$ cat config.mk
export PLATFORM = sky130hd
export DESIGN_NAME = cft_timer
export DESIGN_NICKNAME = d
export VERILOG_FILES = /design/src/cft_pkg.sv /design/src/cft_timer.sv
export SDC_FILE = /design/constraint.sdc
export NUM_CORES = 1
export LEC_CHECK = 0
export CORE_MARGIN = 1
export CORE_UTILIZATION = 33
export DETAILED_ROUTE_END_ITERATION = 12
export DONT_BUFFER_PORTS = 1
export PLACE_DENSITY = 0.5
export SLEW_MARGIN = 40
export SYNTH_ARGS = -nofsm -noshare
export SYNTH_HDL_FRONTEND = slang
export SYNTH_SLANG_ARGS = --single-unit
$ cat constraint.sdc
create_clock -name clk_i -period 3.1 [get_ports clk_i]
set_input_delay 0.31 -clock clk_i [delete_from_list [all_inputs] [get_ports clk_i]]
set_output_delay 0.31 -clock clk_i [all_outputs]
set_load 0.01 [all_outputs]
$ cat src/cft_pkg.sv
/*
 * cft_pkg: constants, types and register map of the function timer.
 * assumes a 125 MHz system clock and an AXI4-Lite register bus.
 */
package cft_pkg;

   // register byte offsets
   localparam logic [7:0] CFT_OFF_CTRL = 8'h00;
   localparam logic [7:0] CFT_OFF_TIME = 8'h04;
   localparam logic [7:0] CFT_OFF_ELAP = 8'h08;
   localparam logic [7:0] CFT_OFF_STAT = 8'h0c;
   localparam logic [7:0] CFT_OFF_PRE = 8'h10;

   // control field positions
   localparam int CFT_CTRL_MODE_LSB = 0;
   localparam int CFT_CTRL_RUN_LVL = 4;
   localparam int CFT_CTRL_CLR_LVL = 5;
   localparam int CFT_CTRL_OUT_LVL = 6;

   // time values are in thousandths of a unit
   localparam int CFT_TIME_W = 27;
   localparam logic [26:0] CFT_TIME_MAX = 27'h5f5dd18;
   localparam logic [26:0] CFT_RET_MAX = 27'h1c9c380;

   // one thousandth of a unit is one tick: 1 ms at 125 MHz
   localparam int CFT_TICK_NS = 1000000;
   localparam int CFT_CLK_NS = 8;
   localparam int CFT_TICK_CYC = CFT_TICK_NS / CFT_CLK_NS;

   localparam logic [31:0] CFT_CTRL_RST = 32'h0000_0050;

   typedef enum logic [2:0] {
      CFT_OFF,
      CFT_PULSE,
      CFT_DELAY,
      CFT_ONESHOT,
      CFT_RETENT
   } cft_mode_e;

   typedef struct packed {
      logic [2:0] mode;
      logic run_lvl;
      logic clr_lvl;
      logic out_lvl;
   } cft_cfg_s;

endpackage

$ cat src/cft_timer.sv
/*
 * cft_timer: configurable function timer (off, on-pulse, delay, one-shot,
 * retentive) with an AXI4-Lite register slave.
 * assumes run/clear come from another clock domain or pins and are
 * synchronised here; one clock, asynchronous active-low reset.
 */
// Register access over AXI4-Lite and the register offsets were chosen for this implementation.
// How it works
// - on-pulse: active run edge sets output, times out after programmed time
// - on-pulse: programmed time gives pulse length, 0 to 99999.000 units
// - on-pulse: run level setting picks rising or falling trigger edge
// - output level setting gives the output's active polarity
// - on-pulse: elapsed shows time since trigger, zero when idle
// - elapsed count is zero after every reset
// - delay: count while input active; at time, output active, count freezes
// - delay: input inactive clears output and elapsed at once
// - delay: activation shorter than time never sets output
// - delay: time is needed continuous active duration, 0 to 99999.000
// - delay: run level picks which input transition is delayed
// - one-shot: output active whenever remaining time above zero
// - one-shot: remaining time counts down only while run active
// - one-shot: at zero, output inactive, elapsed cleared, time lost
// - one-shot: elapsed counts up only while countdown runs
// - one-shot: run level chooses the counting input level
// - one-shot: remaining time is zero after reset
// - retentive: elapsed grows with run active and clear inactive
// - retentive: output latches active once accumulated reaches time
// - retentive: clear edge forces output inactive and zeroes elapsed
// - retentive: accumulation goes on past the programmed time
// - off mode holds output at the inactive level
// - retentive: clear level setting picks the resetting clear edge
// - retentive: threshold and elapsed span 0 to 30000.0 units
module cft_timer #(
   parameter int TICK_CYC = cft_pkg::CFT_TICK_CYC
) (
   // clock and reset
   input wire logic clk_i,
   input wire logic rst_n_i,
   // timer pins
   input wire logic run_i,
   input wire logic clr_i,
   output logic timer_o,
   // axi4-lite write address
   input wire logic [7:0] s_axi_awaddr,
   input wire logic s_axi_awvalid,
   output logic s_axi_awready,
   // axi4-lite write data
   input wire logic [31:0] s_axi_wdata,
   input wire logic [3:0] s_axi_wstrb,
   input wire logic s_axi_wvalid,
   output logic s_axi_wready,
   // axi4-lite write response
   output logic [1:0] s_axi_bresp,
   output logic s_axi_bvalid,
   input wire logic s_axi_bready,
   // axi4-lite read address
   input wire logic [7:0] s_axi_araddr,
   input wire logic s_axi_arvalid,
   output logic s_axi_arready,
   // axi4-lite read data
   output logic [31:0] s_axi_rdata,
   output logic [1:0] s_axi_rresp,
   output logic s_axi_rvalid,
   input wire logic s_axi_rready
);

   localparam int W = cft_pkg::CFT_TIME_W;

   cft_pkg::cft_cfg_s cfg_q;
   logic [W-1:0] time_q;
   logic [W-1:0] elap_q;
   logic [31:0] pre_cnt_q;
   logic tick;
   logic [1:0] run_sync_q;
   logic [1:0] clr_sync_q;
   logic run_prev_q;
   logic clr_prev_q;
   logic act_q;
   logic busy_q;
   logic run_act;
   logic run_edge;
   logic clr_edge;
   logic clr_act;
   logic time_wr;
   logic [W-1:0] wr_time;
   logic [W-1:0] time_lim;

   // write channel state
   logic [7:0] aw_addr_q;
   logic aw_have_q;
   logic [31:0] w_data_q;
   logic [3:0] w_strb_q;
   logic w_have_q;
   logic [31:0] ctrl_word;
   logic [31:0] ctrl_new;
   logic [31:0] time_new;
   logic [31:0] rd_mux;
   logic rd_ok;

   // prescaler: one tick enable per thousandth of a unit
   always_ff @(posedge clk_i or negedge rst_n_i) begin
      if (!rst_n_i) begin
         pre_cnt_q <= 32'h0000_0000;
      end else if (pre_cnt_q >= 32'(TICK_CYC - 1)) begin
         pre_cnt_q <= 32'h0000_0000;
      end else begin
         pre_cnt_q <= pre_cnt_q + 32'h0000_0001;
      end
   end
   assign tick = (pre_cnt_q >= 32'(TICK_CYC - 1));

   // input synchronisers, then edge detect against previous sample
   always_ff @(posedge clk_i or negedge rst_n_i) begin
      if (!rst_n_i) begin
         run_sync_q <= 2'h0;
         clr_sync_q <= 2'h0;
         run_prev_q <= 1'b0;
         clr_prev_q <= 1'b0;
      end else begin
         run_sync_q <= {run_sync_q[0], run_i};
         clr_sync_q <= {clr_sync_q[0], clr_i};
         run_prev_q <= run_sync_q[1];
         clr_prev_q <= clr_sync_q[1];
      end
   end

   // active level: high -> on is active, low -> off is active
   assign run_act = (run_sync_q[1] == cfg_q.run_lvl);
   assign run_edge = run_act && (run_prev_q != run_sync_q[1]);
   // clear held at its active level blocks accumulation, not only its edge
   assign clr_act = (clr_sync_q[1] == cfg_q.clr_lvl);
   assign clr_edge = clr_act && (clr_prev_q != clr_sync_q[1]);

   // register write decode
   assign ctrl_word = {25'h0, cfg_q.out_lvl, cfg_q.clr_lvl, cfg_q.run_lvl, 1'b0, cfg_q.mode};
   always_comb begin
      ctrl_new = ctrl_word;
      time_new = {5'h00, time_q};
      for (int b = 0; b < 4; b++) begin
         if (w_strb_q[b]) begin
            ctrl_new[8*b +: 8] = w_data_q[8*b +: 8];
            time_new[8*b +: 8] = w_data_q[8*b +: 8];
         end
      end
   end
   assign time_wr = aw_have_q && w_have_q && !s_axi_bvalid && (aw_addr_q == cft_pkg::CFT_OFF_TIME);
   // clamp to the mode's documented range
   assign time_lim = (cfg_q.mode == 3'(cft_pkg::CFT_RETENT)) ? cft_pkg::CFT_RET_MAX
                                                             : cft_pkg::CFT_TIME_MAX;
   assign wr_time = (time_new[W-1:0] > time_lim) ? time_lim : time_new[W-1:0];

   // configuration register
   always_ff @(posedge clk_i or negedge rst_n_i) begin
      if (!rst_n_i) begin
         // taken from the one reset constant so a read after reset matches it
         cfg_q <= '{mode: cft_pkg::CFT_CTRL_RST[cft_pkg::CFT_CTRL_MODE_LSB +: 3],
                    run_lvl: cft_pkg::CFT_CTRL_RST[cft_pkg::CFT_CTRL_RUN_LVL],
                    clr_lvl: cft_pkg::CFT_CTRL_RST[cft_pkg::CFT_CTRL_CLR_LVL],
                    out_lvl: cft_pkg::CFT_CTRL_RST[cft_pkg::CFT_CTRL_OUT_LVL]};
      end else if (aw_have_q && w_have_q && !s_axi_bvalid
                   && aw_addr_q == cft_pkg::CFT_OFF_CTRL) begin
         cfg_q.mode <= (ctrl_new[2:0] > 3'(cft_pkg::CFT_RETENT)) ? 3'h0 : ctrl_new[2:0];
         cfg_q.run_lvl <= ctrl_new[cft_pkg::CFT_CTRL_RUN_LVL];
         cfg_q.clr_lvl <= ctrl_new[cft_pkg::CFT_CTRL_CLR_LVL];
         cfg_q.out_lvl <= ctrl_new[cft_pkg::CFT_CTRL_OUT_LVL];
      end
   end

   // timer core: time, elapsed, active and running state
   always_ff @(posedge clk_i or negedge rst_n_i) begin
      if (!rst_n_i) begin
         time_q <= '0;
         elap_q <= '0;
         act_q <= 1'b0;
         busy_q <= 1'b0;
      end else begin
         if (time_wr) begin
            time_q <= wr_time;
         end
         unique case (cft_pkg::cft_mode_e'(cfg_q.mode))
            cft_pkg::CFT_OFF: begin
               elap_q <= '0;
               act_q <= 1'b0;
               busy_q <= 1'b0;
            end
            cft_pkg::CFT_PULSE: begin
               // an edge while running does not restart the pulse; its cycle skips the tick and timeout checks
               if (run_edge) begin
                  busy_q <= 1'b1;
                  act_q <= 1'b1;
               end else if (busy_q && elap_q >= time_q) begin
                  busy_q <= 1'b0;
                  act_q <= 1'b0;
                  elap_q <= '0;
               end else if (busy_q && tick) begin
                  elap_q <= elap_q + 1'b1;
               end else if (!busy_q) begin
                  elap_q <= '0;
               end
            end
            cft_pkg::CFT_DELAY: begin
               busy_q <= 1'b0;
               if (!run_act) begin
                  elap_q <= '0;
                  act_q <= 1'b0;
               end else if (elap_q >= time_q) begin
                  elap_q <= time_q;
                  act_q <= 1'b1;
               end else if (tick) begin
                  elap_q <= elap_q + 1'b1;
               end
            end
            cft_pkg::CFT_ONESHOT: begin
               busy_q <= 1'b0;
               // a time write wins over a countdown tick in the same cycle
               if (time_wr) begin
                  elap_q <= '0;
                  act_q <= (wr_time != '0);
               end else if (time_q == '0) begin
                  act_q <= 1'b0;
                  elap_q <= '0;
               end else begin
                  act_q <= 1'b1;
                  if (run_act && tick) begin
                     time_q <= time_q - 1'b1;
                     elap_q <= elap_q + 1'b1;
                  end
               end
            end
            cft_pkg::CFT_RETENT: begin
               busy_q <= 1'b0;
               if (clr_edge) begin
                  elap_q <= '0;
                  act_q <= 1'b0;
               end else begin
                  if (run_act && !clr_act && tick && elap_q < cft_pkg::CFT_RET_MAX) begin
                     elap_q <= elap_q + 1'b1;
                  end
                  if (elap_q >= time_q) begin
                     act_q <= 1'b1;
                  end
               end
            end
            default: begin
               elap_q <= '0;
               act_q <= 1'b0;
               busy_q <= 1'b0;
            end
         endcase
      end
   end

   // output polarity
   always_ff @(posedge clk_i or negedge rst_n_i) begin
      if (!rst_n_i) begin
         timer_o <= 1'b0;
      end else begin
         timer_o <= act_q ? cfg_q.out_lvl : ~cfg_q.out_lvl;
      end
   end

   // axi write: address and data taken in either order, response after both
   always_ff @(posedge clk_i or negedge rst_n_i) begin
      if (!rst_n_i) begin
         aw_have_q <= 1'b0;
         w_have_q <= 1'b0;
         aw_addr_q <= 8'h00;
         w_data_q <= 32'h0000_0000;
         w_strb_q <= 4'h0;
         s_axi_bvalid <= 1'b0;
         s_axi_bresp <= 2'h0;
      end else begin
         if (s_axi_awvalid && s_axi_awready) begin
            aw_have_q <= 1'b1;
            aw_addr_q <= {s_axi_awaddr[7:2], 2'h0};
         end
         if (s_axi_wvalid && s_axi_wready) begin
            w_have_q <= 1'b1;
            w_data_q <= s_axi_wdata;
            w_strb_q <= s_axi_wstrb;
         end
         // unmapped writes change nothing but still get an error response
         if (aw_have_q && w_have_q && !s_axi_bvalid) begin
            aw_have_q <= 1'b0;
            w_have_q <= 1'b0;
            s_axi_bvalid <= 1'b1;
            s_axi_bresp <= (aw_addr_q == cft_pkg::CFT_OFF_CTRL
                            || aw_addr_q == cft_pkg::CFT_OFF_TIME) ? 2'h0 : 2'h2;
         end else if (s_axi_bvalid && s_axi_bready) begin
            s_axi_bvalid <= 1'b0;
         end
      end
   end

   always_ff @(posedge clk_i or negedge rst_n_i) begin
      if (!rst_n_i) begin
         s_axi_awready <= 1'b0;
         s_axi_wready <= 1'b0;
      end else begin
         s_axi_awready <= !aw_have_q && !(s_axi_awvalid && s_axi_awready) && !s_axi_bvalid;
         s_axi_wready <= !w_have_q && !(s_axi_wvalid && s_axi_wready) && !s_axi_bvalid;
      end
   end

   // axi read: one cycle after the address is taken
   // rdata decodes araddr directly; a compliant master holds it until taken
   always_comb begin
      rd_ok = 1'b1;
      unique case ({s_axi_araddr[7:2], 2'h0})
         cft_pkg::CFT_OFF_CTRL: rd_mux = ctrl_word;
         cft_pkg::CFT_OFF_TIME: rd_mux = {5'h00, time_q};
         cft_pkg::CFT_OFF_ELAP: rd_mux = {5'h00, elap_q};
         cft_pkg::CFT_OFF_STAT: rd_mux = {30'h0, busy_q, act_q};
         cft_pkg::CFT_OFF_PRE: rd_mux = pre_cnt_q;
         default: begin
            rd_mux = 32'h0000_0000;
            rd_ok = 1'b0;
         end
      endcase
   end

   always_ff @(posedge clk_i or negedge rst_n_i) begin
      if (!rst_n_i) begin
         s_axi_arready <= 1'b0;
         s_axi_rvalid <= 1'b0;
         s_axi_rdata <= 32'h0000_0000;
         s_axi_rresp <= 2'h0;
      end else begin
         s_axi_arready <= !s_axi_rvalid && !(s_axi_arvalid && s_axi_arready);
         if (s_axi_arvalid && s_axi_arready) begin
            s_axi_rvalid <= 1'b1;
            s_axi_rdata <= rd_mux;
            s_axi_rresp <= rd_ok ? 2'h0 : 2'h2;
         end else if (s_axi_rvalid && s_axi_rready) begin
            s_axi_rvalid <= 1'b0;
         end
      end
   end

endmodule

==> results_dict.tcl <==
set metrics [dict create \
    status "finished, violations left" \
    violations "negative hold slack" \
    gp_congestion 0.889 \
    hold_violations 179 \
    period_minus_slack_ns 2.97 \
    worstPathArrival_ns 3.28 \
    synth_area_leaders "dfrtp_1, mux2_2, ha_1" \
    clk_path_buf_depth 2 \
    synth_largest_area_cell "dfrtp_1" \
    wl_per_cell_um 18.9 \
    ys_seq_area_share_pct 44.4 \
    grt_max_degree 180 \
    report.final.slew_viol_count 0 \
    drt-total-wl_um 30400 \
    cap_violations 0 \
    drive_above_1_share_pct 20.3 \
    antenna_found_initial 0 \
    ys_ff_latch 179 \
    worst_hold_slack_ns -0.444 \
    cts_root_buf "clkbuf_16" \
    dr.pass1.iters 6 \
    dieArea_um2 31300 \
    fill_cells 2959 \
    power_w 0.00887 \
    die_y_um 177 \
    r2r_start "time_q[12]" \
    place_area_um2 11400 \
    finalCritPeriodShare_pct 95.7 \
    drtIter0Drc 623 \
    grt_pass1_vias 8552 \
    start_util_pct 33.8 \
    ys.flop_type "dfrtp_1" \
    vias 8673 \
    clock_latency_ns 0.45 \
    viasPerCell 5.38 \
    synth_edf_count 0 \
    diodes 0 \
    final_cell_mix "dfrtp_1, buf_4, nand2_1" \
    clock_sinks 179 \
    power_density_nw_per_um2 709 \
    nNetsFinal 1304 \
    crit_required_ns 3.42 \
    skew_ns 0.0133 \
    tightest_slew_ns 0.668 \
    yosys.area.top_type_share_pct 43.9 \
    p_leak_nw 5.30 \
    vdd_drop_max_mv 0.468 \
    met1_length_um 15300 \
    hp-class "in -> async" \
    syn_area_um2 10100 \
    detail-route-antenna-nets 0 \
    async_flop_share_pct 100 \
    ys.warnings.count 0 \
    grt_usage_pct 20.0 \
    ioPinCount 103 \
    crit_path_start_kind "flop" \
    synthCells 1061 \
    hpwl_um 22400 \
    dr_wl_met3_um 1250 \
    clk_pin_slew_worst_paths_ns 0.07 \
    setup_viol 0 \
    core_area_um2 29900 \
    area_delta_synth_final_pct 24.0 \
    worstPathMaxFanout 16 \
    cts_tree "yes" \
    finish.instance_area_um2 12500 \
    rows 63 \
    rsz0062_at_grt "true" \
    grt_first_pass_wirelength_um 48200 \
    synth_area_per_cell_um2 9.52 \
    layout_commonest_cell "dfrtp_1" \
    die_w_um 177 \
    numCtsBuffers 17 \
    highest_layer "met4" \
    critPathKind "reg -> reg" \
    cts-htree-levels 4 \
    timing.setup.tns_ns 0 \
    startpoint "time_q[12]" \
    wl_met2_um 13400 \
    drc 0 \
    synth_cell_type_count 70 \
    critPathCaptureType "flop" \
    timing.fmax_mhz 337 \
    postCtsHoldBufs 36 \
    grt-ovfl-total 0 \
    slew_headroom_pct 55.1 \
    io_buffer_count 0 \
]
## metal layers
layer	track usage, %	vias up
met5	0	-
met4	5.28	0
met3	3.37	23
met2	30.1	223
met1	29.5	4227
li1	-	4200
## through the flow
step,setup WS [ns],std cells,util (%)
3_5_place_dp,0.0955,1538,38.3
5_1_grt,-0.0358,1611,41.9
4_1_cts,0.0640,1606,41.5
6_report,0.134,1611,41.9
3_3_place_gp,0.104,1538,38.3
2_1_floorplan,0.0121,1077,-
## what timing repair did
action                                 4_1_cts  5_1_grt
resized for setup                            0       13
endpoints found under the hold margin      215      179
setup endpoints to repair                    0       44
buffers inserted                             0        3
## sequential cells by signal, summed over array words and instances, names as in the netlist, 4 cells and up
signal	flops
pre_cnt_q	32
w_strb_q	4
aw_addr_q	6
w_data_q	27
elap_q	27
s_axi_rdata	32
time_q	27
cfg_q	6
## worst paths after layout
path / to / slack (ns) / cells past startpoint
worst max register to register: elap_q[9] / 0.13 / 10
worst max-delay path: elap_q[9] / 0.13 / 10
min in group clk_i: w_data_q[26] / 0.02 / 1
worst min-delay path: s_axi_rdata[2] / -0.44 / 0
max in group asynchronous: cfg_q[2] / 3.29 / 0
worst min register to register: run_sync_q[1] / 0.35 / 0
## kinds of logic (layout without fill, tap and decap cells)
logic type      after synthesis  after routing  synth area share [%]
xor+xnor                     44             44                  3.82
flops                       179            179                  44.4
fa+ha+maj                    37             37                  4.53
buf+inv                     118            262                  4.79
compound gates              266            266                  17.5
simple gates                346            346                  17.5
other cells                   1             17                0.0371
mux                          70             70                  7.47
## synthesized netlist by cell type (all sizes together), types with 9 or more instances
cell and n:
dfrtp 177, o21ai 94, nand2 82, nor2 67, inv 55, a21oi 51
clkbuf 47, mux2 43, nand3 41, nor3 39, ha 35, xnor2 35
mux2i 27, a222oi 23, nor4 22, nand4 21, and3 16, buf 16
and2 14, a211oi 13, o22ai 12, or4 10, a22oi 9, xor2 9
## layout make-up
class / count / area (µm²) / share of cell area (%)
clock buffer: 18 / 429 / 3.43
clock inverter: 14 / 166 / 1.33
inverter: 55 / 206 / 1.65
multi-input combinational: 780 / 5270 / 42.1
sequential: 179 / 4490 / 35.8
tap: 390 / 488 / 3.90
timing repair buffer: 175 / 1480 / 11.8
## worst max-delay path, stage by stage (launching register included)
cell and delay [ns]:
dfrtp_1 0.44, or4_4 0.51, or3_4 0.41, o41ai_4 0.39, o21ai_2 0.11, buf_4 0.19
a31oi_4 0.29, clkbuf_16 0.25, nor3_1 0.06, a21oi_1 0.11, o21ai_0 0.08
## power by group
group	switching [W]	internal (W)	total, W
logic	0.00180	0.00158	0.00338
clock network	0.00103	0.00122	0.00224
registers	0.000471	0.00278	0.00325
total	0.00330	0.00558	0.00887
(Power assumes the default switching activity.)
